`config.mk`:
```
export PLATFORM = sky130hd
export DESIGN_NAME = rftck_top
export DESIGN_NICKNAME = d
export VERILOG_FILES = /design/src/rftck_top.v
export VERILOG_INCLUDE_DIRS = /design/src
export SDC_FILE = /design/constraint.sdc
export NUM_CORES = 1
export LEC_CHECK = 0
export BUFFER_PORTS_ARGS = -buffer_cell sky130_fd_sc_hd__buf_2
export CORE_MARGIN = 2
export CORE_UTILIZATION = 35
export CTS_CLUSTER_DIAMETER = 60
export DETAILED_ROUTE_END_ITERATION = 8
export PLACE_DENSITY_LB_ADDON = 0.25
export SYNTH_ARGS = -nofsm -noshare
export SYNTH_HDL_FRONTEND = slang
export SYNTH_SLANG_ARGS = --single-unit
```
`constraint.sdc`:
```
create_clock -name mclk -period 7.8 [get_ports mclk]
set_clock_uncertainty 0.1 [all_clocks]
set_input_delay 1.95 -clock mclk [delete_from_list [all_inputs] [get_ports mclk]]
set_output_delay 1.95 -clock mclk [all_outputs]
set_load 0.01 [all_outputs]
```
`src/rftck_regs.vh`:
```
// Constants for the transmitter configuration and keying block
`ifndef RFTCK_REGS_VH
`define RFTCK_REGS_VH
// Latch addresses
`define RFTCK_LAT_REF     2'b00
`define RFTCK_LAT_DIV     2'b01
`define RFTCK_LAT_MOD     2'b10
`define RFTCK_LAT_FUNC    2'b11
// Reference word fields
`define RFTCK_TRIM_LSB    2
`define RFTCK_TRIM_MSB    12
`define RFTCK_RDIV_LSB    13
`define RFTCK_RDIV_MSB    16
// Divider word fields
`define RFTCK_FRAC_LSB    2
`define RFTCK_FRAC_MSB    13
`define RFTCK_INT_LSB     14
`define RFTCK_INT_MSB     21
`define RFTCK_HALF_BIT    22
`define RFTCK_PRESC_BIT   23
// Modulation word fields
`define RFTCK_KSEL_LO     2
`define RFTCK_KSEL_HI     3
`define RFTCK_MARK_LSB    4
`define RFTCK_MARK_MSB    10
`define RFTCK_SPACE_LSB   11
`define RFTCK_SPACE_MSB   17
`define RFTCK_GEXP_LSB    18
`define RFTCK_GEXP_MSB    20
// Function word fields
`define RFTCK_OSC_BIT     2
`define RFTCK_AMP_BIT     3
`define RFTCK_DFAC_LSB    4
`define RFTCK_DFAC_MSB    10
`define RFTCK_IDX_LSB     11
`define RFTCK_IDX_MSB     17
`define RFTCK_MON_LSB     18
`define RFTCK_MON_MSB     21
// Keying modes {high, low}
`define RFTCK_KEY_FSK     2'b00
`define RFTCK_KEY_GFSK    2'b01
`define RFTCK_KEY_ASK     2'b10
`define RFTCK_KEY_OOK     2'b11
// APB byte offsets
`define RFTCK_A_REF       8'h00
`define RFTCK_A_DIV       8'h04
`define RFTCK_A_MOD       8'h08
`define RFTCK_A_FUNC      8'h0c
`define RFTCK_A_STAT      8'h10
`define RFTCK_A_CTRL      8'h14
`define RFTCK_CTRL_RST    2'b00
`endif

```
`src/rftck_top.v`:
```
// Transmitter configuration latches, keying logic and APB view
//
// Local design decisions: the placing of the registers and register access over APB.
`timescale 1ns/100ps
`include "rftck_regs.vh"
// Pins are sampled by mclk, so every rising serial edge is found by
// comparing the second synchroniser stage with its previous level.
// The host must hold each serial level for at least two mclk
// cycles, otherwise an edge can be lost between samples.
// Keying, power and divider outputs are all registered, so they move
// one mclk after the latch or transmit bit that drives them.
// Only the field layout and the keying arithmetic are modelled;
// the analog loop itself stands outside this block.
module rftck_top #(
   parameter WORD_W = 24        // Serial word width
) (
   input  wire        mclk,
   input  wire        resetn,
   input  wire        chip_enable,
   input  wire        serial_clock,
   input  wire        serial_data,
   input  wire        load_strobe,
   input  wire        tx_bit_input,
   output reg         tx_bit_clock,
   output reg         monitor_output,
   output reg         osc_on_bit,
   output reg         amp_on_bit,
   output reg         pa_enable,
   output reg  [6:0]  pa_dac_level,
   output reg         half_band_select,
   output reg         prescaler_89,
   output reg  [22:0] n_divide_word,
   input  wire        psel,
   input  wire        penable,
   input  wire        pwrite,
   input  wire [7:0]  paddr,
   input  wire [31:0] pwdata,
   output wire        pready,
   output reg  [31:0] prdata,
   output reg         pslverr
);

   // Scale a deviation by a filter weight of 0..4 quarters
   function [13:0] rftck_scale;
      input [10:0] dev;
      input [2:0]  w;
      reg   [13:0] p;
      begin
         // Product fits 14 bits: 1024 times 4 at most
         // Dropping two bits divides by four
         p = dev * w;
         rftck_scale = {2'b00, p[13:2]};
      end
   endfunction

   // Reset release through two flops
   // Assertion is immediate; release waits two edges so no flop
   // leaves reset on a different edge from its neighbours
   reg        rst_s1;
   reg        rst_n;
   always @(posedge mclk or negedge resetn) begin
      if (!resetn) begin
         rst_s1 <= 1'b0;
         rst_n  <= 1'b0;
      end else begin
         rst_s1 <= 1'b1;
         rst_n  <= rst_s1;
      end
   end

   // Pin synchronisers; stage one feeds stage two only
   // Edge detectors start low, matching the idle level of both pins,
   // so no false edge follows reset
   reg  [4:0] pin_s1;            // First stage
   reg  [4:0] pin_s2;            // Second stage
   reg        sclk_d;            // Previous serial clock level
   reg        le_d;              // Previous strobe level
   always @(posedge mclk or negedge rst_n) begin
      if (!rst_n) begin
         pin_s1 <= 5'h00;
         pin_s2 <= 5'h00;
         sclk_d <= 1'b0;
         le_d   <= 1'b0;
      end else begin
         pin_s1 <= {chip_enable, serial_clock, serial_data, load_strobe, tx_bit_input};
         pin_s2 <= pin_s1;
         sclk_d <= pin_s2[3];
         le_d   <= pin_s2[1];
      end
   end
   // Stage order: enable, clock, data, strobe, transmit bit
   wire ce_s    = pin_s2[4];
   wire sclk_up = pin_s2[3] & ~sclk_d;
   wire data_s  = pin_s2[2];
   wire le_up   = pin_s2[1] & ~le_d;
   wire txd_s   = pin_s2[0];

   // Latches are cleared, not held, while the chip is disabled
   // Shift register and the four latches
   reg  [WORD_W-1:0] shift_reg;  // Serial shift register
   reg  [WORD_W-1:0] lat_ref;    // Reference/trim word
   reg  [WORD_W-1:0] lat_div;    // Divider word
   reg  [WORD_W-1:0] lat_mod;    // Modulation word
   reg  [WORD_W-1:0] lat_func;   // Function word

   // Clearing on the synchronised enable costs two cycles of delay
   // but keeps the whole block on one clock and one reset
   // Serial load port; disabled chip holds everything cleared
   always @(posedge mclk or negedge rst_n) begin
      if (!rst_n) begin
         shift_reg <= {WORD_W{1'b0}};
         lat_ref   <= {WORD_W{1'b0}};
         lat_div   <= {WORD_W{1'b0}};
         lat_mod   <= {WORD_W{1'b0}};
         lat_func  <= {WORD_W{1'b0}};
      end else if (!ce_s) begin
         // Activity ignored, contents erased
         shift_reg <= {WORD_W{1'b0}};
         lat_ref   <= {WORD_W{1'b0}};
         lat_div   <= {WORD_W{1'b0}};
         lat_mod   <= {WORD_W{1'b0}};
         lat_func  <= {WORD_W{1'b0}};
      end else begin
         // MSB enters first; oldest bits fall off the top
         // Surplus leading bits simply fall off, so a host may send
         // padding ahead of each word
         if (sclk_up) begin
            shift_reg <= {shift_reg[WORD_W-2:0], data_s};
         end
         // Strobe edge copies the word into one latch
         if (le_up) begin
            case (shift_reg[1:0])
               `RFTCK_LAT_REF: begin
                  lat_ref <= shift_reg;
               end
               `RFTCK_LAT_DIV: begin
                  lat_div <= shift_reg;
               end
               `RFTCK_LAT_MOD: begin
                  lat_mod <= shift_reg;
               end
               // Default covers the function word address 2'b11
               default: begin
                  lat_func <= shift_reg;
               end
            endcase
         end
      end
   end

   // Field views
   // Each field is a fixed slice; nothing here is stored twice
   // Trim is signed; it is sign-extended where the divider word is formed
   wire [10:0] trim      = lat_ref[`RFTCK_TRIM_MSB:`RFTCK_TRIM_LSB];
   wire [3:0]  rdiv      = lat_ref[`RFTCK_RDIV_MSB:`RFTCK_RDIV_LSB];
   wire [11:0] frac      = lat_div[`RFTCK_FRAC_MSB:`RFTCK_FRAC_LSB];
   wire [7:0]  int_part  = lat_div[`RFTCK_INT_MSB:`RFTCK_INT_LSB];
   wire [1:0]  keying    = {lat_mod[`RFTCK_KSEL_HI], lat_mod[`RFTCK_KSEL_LO]};
   wire [6:0]  mark_pwr  = lat_mod[`RFTCK_MARK_MSB:`RFTCK_MARK_LSB];
   wire [6:0]  space_dev = lat_mod[`RFTCK_SPACE_MSB:`RFTCK_SPACE_LSB];
   wire [2:0]  gexp      = lat_mod[`RFTCK_GEXP_MSB:`RFTCK_GEXP_LSB];
   wire [6:0]  dfac      = lat_func[`RFTCK_DFAC_MSB:`RFTCK_DFAC_LSB];
   wire [6:0]  idx       = lat_func[`RFTCK_IDX_MSB:`RFTCK_IDX_LSB];
   wire [3:0]  mon_sel   = lat_func[`RFTCK_MON_MSB:`RFTCK_MON_LSB];

   // Software control register
   // With bit0 set the pin is ignored, so software can key the
   // transmitter without a host bit stream
   reg  [1:0]  ctrl;             // Bit0 soft data source, bit1 soft bit
   wire        tx_raw = ctrl[0] ? ctrl[1] : txd_s;

   // PFD rate pulse: mclk stands in for the reference, divided by R
   // A divide ratio of zero would stall the tick, so the compare
   // uses greater-or-equal and wraps at once
   reg  [3:0]  pfd_cnt;
   reg         pfd_tick;
   always @(posedge mclk or negedge rst_n) begin
      if (!rst_n) begin
         pfd_cnt  <= 4'h0;
         pfd_tick <= 1'b0;
      end else if (pfd_cnt + 4'h1 >= rdiv) begin
         // R of zero is treated as one
         pfd_cnt  <= 4'h0;
         pfd_tick <= 1'b1;
      end else begin
         pfd_cnt  <= pfd_cnt + 4'h1;
         pfd_tick <= 1'b0;
      end
   end

   // Gaussian bit clock: factor times index PFD periods per bit
   // Factor or index of zero stops the clock instead of running
   // it at the PFD rate, which no host could follow
   // History is preloaded with the current bit so the filter
   // starts settled when Gaussian keying is chosen
   wire [13:0] bit_len = dfac * idx;
   wire [13:0] bit_half = {1'b0, bit_len[13:1]};
   reg  [13:0] bit_cnt;
   reg         bit_tick;         // One-cycle bit boundary
   reg  [2:0]  hist;             // Prefilter history, newest at 0
   always @(posedge mclk or negedge rst_n) begin
      if (!rst_n) begin
         bit_cnt      <= 14'h0000;
         bit_tick     <= 1'b0;
         tx_bit_clock <= 1'b0;
         hist         <= 3'b000;
      end else if (keying != `RFTCK_KEY_GFSK || bit_len == 14'h0000) begin
         // Clock idles low outside Gaussian keying
         bit_cnt      <= 14'h0000;
         bit_tick     <= 1'b0;
         tx_bit_clock <= 1'b0;
         hist         <= {3{tx_raw}};
      end else begin
         bit_tick <= 1'b0;
         if (pfd_tick) begin
            if (bit_cnt + 14'h0001 >= bit_len) begin
               // Rising bit clock; host changes data after it
               bit_cnt      <= 14'h0000;
               bit_tick     <= 1'b1;
               tx_bit_clock <= 1'b1;
               hist         <= {hist[1:0], tx_raw};
            end else begin
               bit_cnt <= bit_cnt + 14'h0001;
               // Clock falls at half the bit period
               if (bit_cnt + 14'h0001 >= bit_half) begin
                  tx_bit_clock <= 1'b0;
               end
            end
         end
      end
   end

   // Filter weight 0..4: taps 1,2,1 smooth the frequency steps
   // Weights sum to four, so a steady bit gives the full deviation
   wire [2:0] gweight = {2'b00, hist[2]} + {1'b0, hist[1], 1'b0} + {2'b00, hist[0]};

   // Divider word: integer, fraction and trim, plus deviation
   // Fraction sits above three zero bits so that the trim field
   // lands on the least significant bits of the 15-bit fraction
   wire [22:0] centre = {int_part, frac, 3'b000}
                      + {{12{trim[10]}}, trim};
   // Deviation scaled by eight: 1/4096 steps in a 15-bit fraction
   wire [10:0] fsk_dev = {1'b0, space_dev, 3'b000};
   // Two to the exponent, in the same 1/4096 steps
   wire [10:0] gfsk_dev = {5'h00, 3'b001, 3'b000} << gexp;
   reg  [13:0] next_offset;
   // Only the two frequency keying modes move the divider;
   // amplitude modes keep the centre value
   always @* begin
      case (keying)
         `RFTCK_KEY_FSK: begin
            next_offset = tx_raw ? {3'b000, fsk_dev} : 14'h0000;
         end
         `RFTCK_KEY_GFSK: begin
            next_offset = rftck_scale(gfsk_dev, gweight);
         end
         default: begin
            next_offset = 14'h0000;
         end
      endcase
   end

   // Output power selection by keying mode
   // Defaults first so every path assigns both outputs
   reg  [6:0] next_level;
   reg        next_pa;
   always @* begin
      next_level = mark_pwr;
      next_pa    = lat_func[`RFTCK_AMP_BIT];
      case (keying)
         `RFTCK_KEY_ASK: begin
            next_level = tx_raw ? mark_pwr : space_dev;
         end
         `RFTCK_KEY_OOK: begin
            // Zero bit switches the stage off
            next_pa = lat_func[`RFTCK_AMP_BIT] & tx_raw;
         end
         default: begin
            next_level = mark_pwr;
         end
      endcase
   end

   // Registered analog-facing outputs
   // Registered so the analog side never sees decode glitches
   always @(posedge mclk or negedge rst_n) begin
      if (!rst_n) begin
         osc_on_bit       <= 1'b0;
         amp_on_bit       <= 1'b0;
         pa_enable        <= 1'b0;
         pa_dac_level     <= 7'h00;
         half_band_select <= 1'b0;
         prescaler_89     <= 1'b0;
         // Divider word starts at zero with the latches
         n_divide_word    <= 23'h000000;
         monitor_output   <= 1'b0;
      end else begin
         osc_on_bit       <= lat_func[`RFTCK_OSC_BIT];
         amp_on_bit       <= lat_func[`RFTCK_AMP_BIT];
         pa_enable        <= next_pa;
         // Level forced to zero while the stage is off
         pa_dac_level     <= next_pa ? next_level : 7'h00;
         half_band_select <= lat_div[`RFTCK_HALF_BIT];
         prescaler_89     <= lat_div[`RFTCK_PRESC_BIT];
         n_divide_word    <= centre + {9'h000, next_offset};
         // Select zero shows regulator ready, the default
         case (mon_sel)
            4'h0: begin
               monitor_output <= ce_s;
            end
            4'h1: begin
               monitor_output <= tx_bit_clock;
            end
            // Unused monitor selects read low
            default: begin
               monitor_output <= 1'b0;
            end
         endcase
      end
   end

   // APB slave: zero wait states, error on unmapped address
   // Writes reach only the control register; the latches are
   // loaded through the serial port alone
   // Unaligned or unknown offsets answer with an error
   assign pready = 1'b1;
   wire       apb_acc = psel & penable;
   reg [31:0] next_rdata;
   reg        next_err;
   always @* begin
      // Defaults: no error, zero data
      next_err   = 1'b0;
      next_rdata = 32'h00000000;
      case (paddr)
         `RFTCK_A_REF: begin
            next_rdata = {8'h00, lat_ref};
         end
         `RFTCK_A_DIV: begin
            next_rdata = {8'h00, lat_div};
         end
         `RFTCK_A_MOD: begin
            next_rdata = {8'h00, lat_mod};
         end
         `RFTCK_A_FUNC: begin
            next_rdata = {8'h00, lat_func};
         end
         `RFTCK_A_STAT: begin
            // Live state: level, keying, bit, clock, enables
            next_rdata = {19'h00000, pa_dac_level, keying, tx_raw, tx_bit_clock, pa_enable, ce_s};
         end
         `RFTCK_A_CTRL: begin
            next_rdata = {30'h00000000, ctrl};
         end
         default: begin
            next_err = 1'b1;
         end
      endcase
   end

   // Read data and error are registered for the setup phase
   // Registering costs nothing since paddr is stable from setup
   // and the access phase samples it one edge later
   always @(posedge mclk or negedge rst_n) begin
      if (!rst_n) begin
         ctrl    <= `RFTCK_CTRL_RST;
         prdata  <= 32'h00000000;
         pslverr <= 1'b0;
      end else begin
         if (apb_acc && pwrite && paddr == `RFTCK_A_CTRL) begin
            ctrl <= pwdata[1:0];
         end
         prdata  <= next_rdata;
         pslverr <= next_err;
      end
   end

endmodule

```
---- Word level (Yosys, flattened, before mapping) ----
Index checks and enable logic that the tools add are counted.
word-level totals
  logic and storage cells ................. 118
  register bits after elaboration ......... 220
  output and inout bits ................... 71
  input bits .............................. 50
cells by class
  magnitude comparators ................... 3
  reductions and logical operators ........ 19
  add/sub/neg operators ................... 6
  multiplexer cells ....................... 36
  shifts and indexed selects .............. 1
  bitwise logic cells ..................... 6
  multiply operators ...................... 2
  equality and inequality tests ........... 18
operator list
  cell                   count
  $mux 24                14
  $pmux 24 s6            1
  $mux 14                3
  $pmux 12 s2            1
  $add 23x14->23         1
  $add 23x23->23         1
  $mux 7                 3
  $eq 8x4->1 const B     2
  $eq 8x5->1 const B     2
  $add 14x1->14 const B  1
  $ge 14x13->1           1
  $ge 14x14->1           1
  $logic_not 14->1       1
  $mul 11x3->14          1
  $mul 7x7->14           1
  $ne 2x1->1 const B     6
  $reduce_and 2->1       6
  $shl 4x3->11 const A   1
  $mux 10                1
  $mux 3                 3
  $eq 8x3->1 const B     1
  $logic_not 8->1        1
  $mux 1                 8
  $eq 2x2->1 const B     3
  19 further kinds       27

---- Depth between registers and ports, before layout ----
Gate-level depths: netlist of run 1.
  depth after elaboration ................. 6
  depth in mapped cells ................... 26
  mapped depth without buffers ............ 26

---- Least setup slack after synthesis of run 1 ----
OpenSTA, ideal clock, no wires.
  path kind ............................... reg2reg
  start ................................... register lat_func[17]
  end ..................................... register hist[0]
  cell stages (with the launch flop) ...... 24
  library setup time ...................... 0.127 ns
  slack ................................... 1.873 ns
  data arrival time ....................... 5.699 ns
  buffers on the path ..................... 1
  required time ........................... 7.573 ns
  clock period less this slack ............ 5.927 ns
  cells stage by stage .................... dfrtp_1 -> clkbuf_1 -> nand2_1 -> fa_1 -> fa_1 -> fa_1 -> inv_1 -> fa_1 -> ha_1 -> a21oi_1 -> o21ai_2 -> o22ai_4 -> o211ai_1 -> nor3_2 -> inv_1 -> ha_1 -> nand4_1 -> nor2_1 -> a21oi_1 -> o211ai_1 -> a21o_1 -> maj3_2 -> a21boi_2 -> mux2_1
between the ends
  longest elaborated chain between the ends .. 5
  elaborated cells between the ends (all ways) .. 8
  classes of those cells .................. mul: 1; order compare: 1; mux: 1; reduce/logical: 5
RTL lines
  what                                                                  RTL line         text
  start, declared                                                       rftck_top.v:104  reg [WORD_W-1:0] lat_func;
  start signal, assigned                                                rftck_top.v:115  lat_func <= {WORD_W{1'b0}};
  start signal, assigned                                                rftck_top.v:122  lat_func <= {WORD_W{1'b0}};
  start signal, assigned                                                rftck_top.v:144  lat_func <= shift_reg;
  $mul 7x7->14 *                                                        rftck_top.v:196  wire [13:0] bit_len = dfac * idx;
  parallel branches: the longest is 4 deep, another holds $ge 14x14->1  --
  end signal, assigned                                                  rftck_top.v:212  hist <= {3{tx_raw}};
  end signal, assigned                                                  rftck_top.v:221  hist <= {hist[1:0], tx_raw};
  end, declared                                                         rftck_top.v:200  reg [2:0] hist;
Mark *: on every way between the ends.
A chain may end at the register's enable or synchronous reset.

---- Worst setup path after layout of run 1 ----
  start ................................... register lat_func[16]
  end ..................................... register bit_cnt[2]
between the ends
  longest elaborated chain between the ends .. 5
  elaborated cells between the ends (all ways) .. 8
  classes of those cells .................. mul: 1; order compare: 1; mux: 3; reduce/logical: 3
RTL lines
  what                  RTL line         text
  $mul 7x7->14 *        rftck_top.v:196
  $ge 14x14->1          rftck_top.v:216  if (bit_cnt + 14'h0001 >= bit_len) begin
  $mux 14               rftck_top.v:216
  $mux 14               rftck_top.v:215  if (pfd_tick) begin
  $mux 14               rftck_top.v:207  end else if (keying != `RFTCK_KEY_GFSK || bit_len == 14'h0000) begin
  end signal, assigned  rftck_top.v:223  bit_cnt <= bit_cnt + 14'h0001;
  end, declared         rftck_top.v:198  reg [13:0] bit_cnt;
Mark *: on every way between the ends. The rest lies on a longest branch, timed or not. The select of a mux whose other input is x is not followed.

==> results.yml, run 1 <==
pwr:
  clockPowerShare_pct: 51.6
  p_leak_nw: 7.36
  netSwitchingFraction_pct: 23.2
  power.density_cell_area_mw_per_mm2: 168
  power_frac_comb_pct: 2.8
  seq_power_share_pct: 45.6
  p_switching_mw: 0.590
  peakVddDrop_mv: 0.0966
  total_power_mw: 2.54
  internal_power_mw: 1.95
synth:
  synth-compound-area-share_pct: 15.9
  ys_ff_latch: 220
  synth_top_family_by_area: "simple AND/OR/NAND/NOR gates"
  yosys.area.top_type: "dfrtp_1"
  synth-edff-count: 0
  avgSynthCellArea_um2: 9.66
  yosysTopAreaCellShare_pct: 41.2
  synth_area_leaders: "dfrtp_1 41%, ha_1 10%, nand2_1 8.7%"
  synth-xor-area-share_pct: 3.20
  yosys.area_share.adder_pct: 16.3
  syn_area_mm2: 0.0134
  synthSimpleGateAreaFrac_pct: 17.8
  synthMuxAreaShare_pct: 0.984
  syn_inst: 1382
  yosysUniqueCellTypes: 76
  synth-seq-area-share_pct: 41.2
  ys_warn_count: 0
  synth_ff_type: "dfrtp_1"
  synth-async-reset-ratio_pct: 100
cts:
  cts_tree: "yes"
  post_cts_resized: 0
  hold_buffers: 0
  cts_setup_buffers: 0
  clock_sinks: 220
  h-tree-depth: 1
  clk_path_buf_depth: 3
  cts_root_buf: "clkbuf_16"
  clk_latency_ns: 0.56
  clkTransAtPathRegs_ns: 0.06
  cts_buffers: 30
die:
  die_h_um: 199
  core_mm2: 0.0376
  dieArea_mm2: 0.0397
  row_count: 71
  pin_count: 121
  fp.dieW_um: 199
  initial_utilization_pct: 35.5
grt:
  grt_antenna_before_repair: 0
  grt_pass1_vias: 9878
  grt-ovfl-total: 0
  grt_usage_pct: 17.4
  grt_max_degree: 180
  grt_first_pass_wirelength_um: 54200
placement:
  dp_slack_ns: 1.34
  place.port_buffers: 81
  place.gp.congestion: 0.847
  dp.final_hpwl_um: 23900
sta:
  setup_viol: 0
  worst_slack_ns: 1.33
  slew-limit-headroom_pct: 18.4
  fmax_mhz: 154
  period_needed_ns: 6.47
  finalMaxSlewViolations: 0
  setup_tns_ns: 0
  post-route-period-util_pct: 83.0
  worst_slew_pin_slew_ns: 1.22
  whs_ns: 0.217
  hold_viol_final: 0
  rsz0062_at_grt: "false"
worst_setup_path:
  cp_num_buf_inv: 2
  cp_common_cell: "fa_1"
  cp_slowest_stage_delay_ns: 0.57
  r2r_slack_ns: 1.33
  endpoint_kind: "flip-flop"
  criticalPathCategory: "flip-flop to flip-flop"
  worstPathMaxFanout: 12
  start_kind: "flip-flop"
  critPathTopFamily: "adder cells"
  slowest_stage: "dfrtp_1"
  r2r-end: "bit_cnt[2]"
  cp_data_required_time_ns: 8.14
  worstPathCellList: "nand2_1 -> fa_1 -> fa_1 -> fa_1 -> inv_1 -> fa_1 -> ha_1 -> a21oi_1 -> o21ai_2 -> o22ai_4 -> o211ai_1 -> nor3_2 -> inv_1 -> ha_1 -> nand4_1 -> nor2_1 -> nand3_1 -> o211ai_1 -> a21o_1 -> a211o_1 -> nand2_2 -> a221o_1"
  crit_arrival_ns: 6.81
  rr_startpoint: "lat_func[16]"
  rr_worst_depth: 22
detailed_routing:
  drt-total-wl_um: 34000
  drt_pre_antenna_iters: 6
  wl_per_cell_um: 17.3
  drt_iter0_drc: 682
  via_per_inst: 5.10
  drc: 0
  final_antenna_net_count: 0
  vias: 10039
finish:
  final_core_util_pct: 40.4
  ff_latch_area_mm2: 0.00551
  final_cell_mix: "310 x nand2_1, 218 x dfrtp_1, 107 x ha_1, 91 x a21boi_0, 81 x buf_2"
  drive_above_1_share_pct: 12.6
  nNetsFinal: 1632
  syn2layout_area_growth_pct: 13.6
  multi_input_area_mm2: 0.00731
  final_common_cell: "nand2_1"
  fillCellCount: 3631
hold_path:
  hold_path_class: "flip-flop to async pin"
outcome:
  status: "completed"
run:
  cap_violations: 0
[power by group through the flow]
stage	Clock [mW]	Sequential (mW)	Combinational [mW]
after floorplan	0	1.19	0.0390
after global placement	0	1.18	0.0728
after detailed placement	0	1.18	0.0730
after CTS	1.35	1.16	0.0730
after global routing	1.40	1.16	0.0797
final	1.31	1.16	0.0716
[stage by stage]
stage,instance area (um2),std cells
6_report,15200,1969
5_1_grt,15200,1968
4_1_cts,15200,1968
3_5_place_dp,14200,1913
3_3_place_gp,14200,1913
2_1_floorplan,13400,1390
[worst reg2reg max path, stage by stage, from the launching register on]
cell	delay (ns)
dfrtp_1	0.57
nand2_1	0.14
fa_1	0.52
fa_1	0.53
fa_1	0.54
inv_1	0.05
fa_1	0.47
ha_1	0.36
a21oi_1	0.23
o21ai_2	0.12
o22ai_4	0.21
o211ai_1	0.15
nor3_2	0.34
inv_1	0.13
ha_1	0.31
nand4_1	0.09
nor2_1	0.13
nand3_1	0.09
o211ai_1	0.22
a21o_1	0.24
a211o_1	0.23
nand2_2	0.18
a221o_1	0.39
[cells in the mapped netlist (19+ instances only)]
cell type and number:
a21oi_1 39, dfrtp_1 220, a222oi_1 22, inv_1 68
xnor2_1 29, o21ai_0 19, and2_1 31, nor2b_1 19
nor2_1 50, nand2_1 310, a21boi_0 91, fa_1 41
clkbuf_1 68, ha_1 107, nand3_1 47
[worst max path at each step]
stage	slack (ns)	end	cells past startpoint	start
floorplan	1.12	amp_on_bit	0	rst_n
detailed placement	1.34	bit_cnt[2]	22	lat_func[16]
global route	0.85	bit_cnt[2]	22	lat_func[15]
CTS	1.31	bit_cnt[2]	22	lat_func[16]
global placement	1.39	bit_cnt[2]	22	lat_func[7]
finish	1.33	bit_cnt[2]	22	lat_func[16]
[layout make-up]
class | count | share of cell area (%)
multi-input combinational | 1023 | 48.2
clock inverter | 16 | 0.907
timing repair buffer | 91 | 3.25
clock buffer | 39 | 5.44
antenna | 1 | 0.0165
sequential | 220 | 36.3
tap | 511 | 4.21
inverter | 68 | 1.68
[metal layers]
metal / wire, um / vias up / track usage (%)
met2: 16200 / 201 / 28.9
met3: 1510 / 47 / 2.53
met5: 0 / - / 0
met4: 885 / 0 / 5.36
li1: - / 4840 / -
met1: 15300 / 4951 / 23.4
[logic make-up after synthesis]
logic type      count (synthesis)
mux                            12
fa+ha+maj                     149
xor+xnor                       44
buf+inv                       147
flops                         220
simple gates                  529
other cells                     2
compound gates                279
Power figures use the tool's default switching activity.
==> inputs of run 2 (changes only) <==
- clock period: 7.8 -> 6.5 ns (I/O delays scaled with it)
==> run 2 against run 1 <==
Compared with the run above:
- core utilization rose by 0.65 points
- register-to-register slack got worse by 0.97 ns
- setup slack got worse by 0.97 ns
- combinational power rose by 19%
- sequential share of layout area fell by 0.57 points
- clock power rose by 31%
- global-route usage rose by 0.57 points
- largest cell class unchanged
- largest power group unchanged
==> results.yml, run 2 (synthesized netlist as in run 1, its figures left out) <==
outcome:
  status: "completed"
finish:
  syn2layout_area_growth_pct: 15.4
  nNetsFinal: 1654
  diodes: 0
  design_area_mm2: 0.0154
  final_common_cell: "nand2_1"
  drive_above_1_share_pct: 13.9
  final_core_util_pct: 41.0
  final_cell_mix: "310 x nand2_1, 218 x dfrtp_1, 107 x ha_1, 91 x a21boi_0, 81 x buf_2"
pwr:
  power.density_cell_area_mw_per_mm2: 208
  peakVddDrop_mv: 0.202
  p_leak_nw: 7.50
detailed_routing:
  drc: 0
  drt_iter0_drc: 705
  vias: 10164
  final_antenna_net_count: 0
  via_per_inst: 5.10
  drt-total-wl_um: 35000
  drt_pre_antenna_iters: 6
  wl_per_cell_um: 17.6
worst_setup_path:
  endpoint_kind: "flip-flop"
  worstPathCellList: "ha_1 -> ha_1 -> nor2b_1 -> nand2_1 -> fa_1 -> inv_1 -> ha_1 -> fa_1 -> a21oi_1 -> o21bai_1 -> xor2_1 -> a22o_1 -> fa_1 -> ha_1 -> and3_1 -> a221o_1 -> o41ai_2 -> buf_4 -> o2111ai_1 -> nand2_1 -> o21ai_1 -> a21oi_1 -> a21oi_1 -> xnor2_1"
  cp_slowest_stage_delay_ns: 0.53
  cp.depth: 24
  worstPathMaxFanout: 5
  critPathTopFamily: "adder cells"
  rr_worst_depth: 24
  criticalPathCategory: "flip-flop to flip-flop"
  cp_common_cell: "ha_1"
  slowest_stage: "fa_1"
  r2r-end: "n_divide_word[22]"
  endpoint: "n_divide_word[22]"
  cp_num_buf_inv: 2
  startpoint: "hist[0]"
  r2r_slack_ns: 0.36
  cp_data_required_time_ns: 6.87
  start_kind: "flip-flop"
  crit_arrival_ns: 6.52
  rr_startpoint: "hist[0]"
hold_path:
  hold_path_class: "flip-flop to flip-flop"
cts:
  cts_tree: "yes"
  clkTransAtPathRegs_ns: 0.06
  clock_sinks: 220
  clk_latency_ns: 0.57
  clk_path_buf_depth: 3
  cts_buffers: 30
  cts_root_buf: "clkbuf_16"
  h-tree-depth: 1
grt:
  grt_first_pass_wirelength_um: 55800
  grt_pass1_vias: 10263
  grt_max_degree: 168
  grt-ovfl-total: 0
  grt_antenna_before_repair: 0
  grt_usage_pct: 18.0
sta:
  worst_slew_pin_slew_ns: 1.19
  slew-limit-headroom_pct: 20.3
  whs_ns: 0.249
  setup_tns_ns: 0
  setup_viol: 0
  rsz0062_at_grt: "false"
  finalMaxSlewViolations: 0
  fmax_mhz: 163
  worst_slack_ns: 0.359
  hold_viol_final: 0
  post-route-period-util_pct: 94.5
  period_needed_ns: 6.14
die:
  core_mm2: 0.0376
  fp.dieW_um: 199
  initial_utilization_pct: 35.5
  row_count: 71
  die_h_um: 199
  pin_count: 121
  dieArea_mm2: 0.0397
placement:
  place.gp.congestion: 0.817
  dp_slack_ns: 0.299
  placed_cell_area_mm2: 0.0143
  place.port_buffers: 81
  dp.final_hpwl_um: 24900
run:
  cap_violations: 0
-- run 2: report_power, final --
part | switching, mW | internal (mW) | total, mW | leakage, nW
clock network | 0.644 | 1.08 | 1.72 | 0.510
logic | 0.0625 | 0.0229 | 0.0854 | 3.97
registers | 0.0135 | 1.38 | 1.39 | 3.02
-- run 2: area by class of cell --
cell class,instances,area (um2)
clock buffers,40,810
clock inverters,16,234
fillers,3662,22200
inverters,68,255
multi-input cells,1023,7310
flip-flops and latches,220,5510
well taps,511,639
repair buffers,113,658
-- run 2: per-stage QoR --
stage / total power, mW / cells
floorplan: 1.47 / 1390
global placement: 1.50 / 1933
detailed placement: 1.50 / 1933
CTS: 3.24 / 1989
global route: 3.32 / 1991
finish: 3.20 / 1991
-- run 2: repair_timing --
| item | in CTS | in global routing |
|---|---|---|
| hold buffers | 0 | 0 |
| setup endpoints to repair | 0 | 13 |
| setup buffers | 0 | 2 |
| gates resized for setup | 0 | 2 |
-- run 2: worst min path at each step --
stage	to	cells past startpoint	start	slack [ns]
2_1_floorplan	rst_n	0	rst_s1	0.23
3_3_place_gp	pin_s2[4]	0	pin_s1[4]	0.24
3_5_place_dp	pin_s2[1]	0	pin_s1[1]	0.24
4_1_cts	pin_s2[3]	0	pin_s1[3]	0.25
5_1_grt	pin_s2[1]	0	pin_s1[1]	0.25
6_report	pin_s2[1]	0	pin_s1[1]	0.25
-- run 2: routing by layer --
metal  global-route usage (%)  vias to the layer above  routed length (um)
met5                        0                        -                   0
met4                     6.72                        0                1150
met3                     2.24                       62                1360
met2                     29.1                      196               16400
met1                     24.6                     5028               16100
li1                         -                     4878                   -
-- run 2: worst reg2reg max path: cells and delay by family, from the launching register on --
family,cells,cell delay [ns]
simple gates,4,0.75
flops,1,0.40
fa+ha+maj,7,2.55
xor+xnor,2,0.36
compound gates,9,1.67
buf+inv,2,0.23
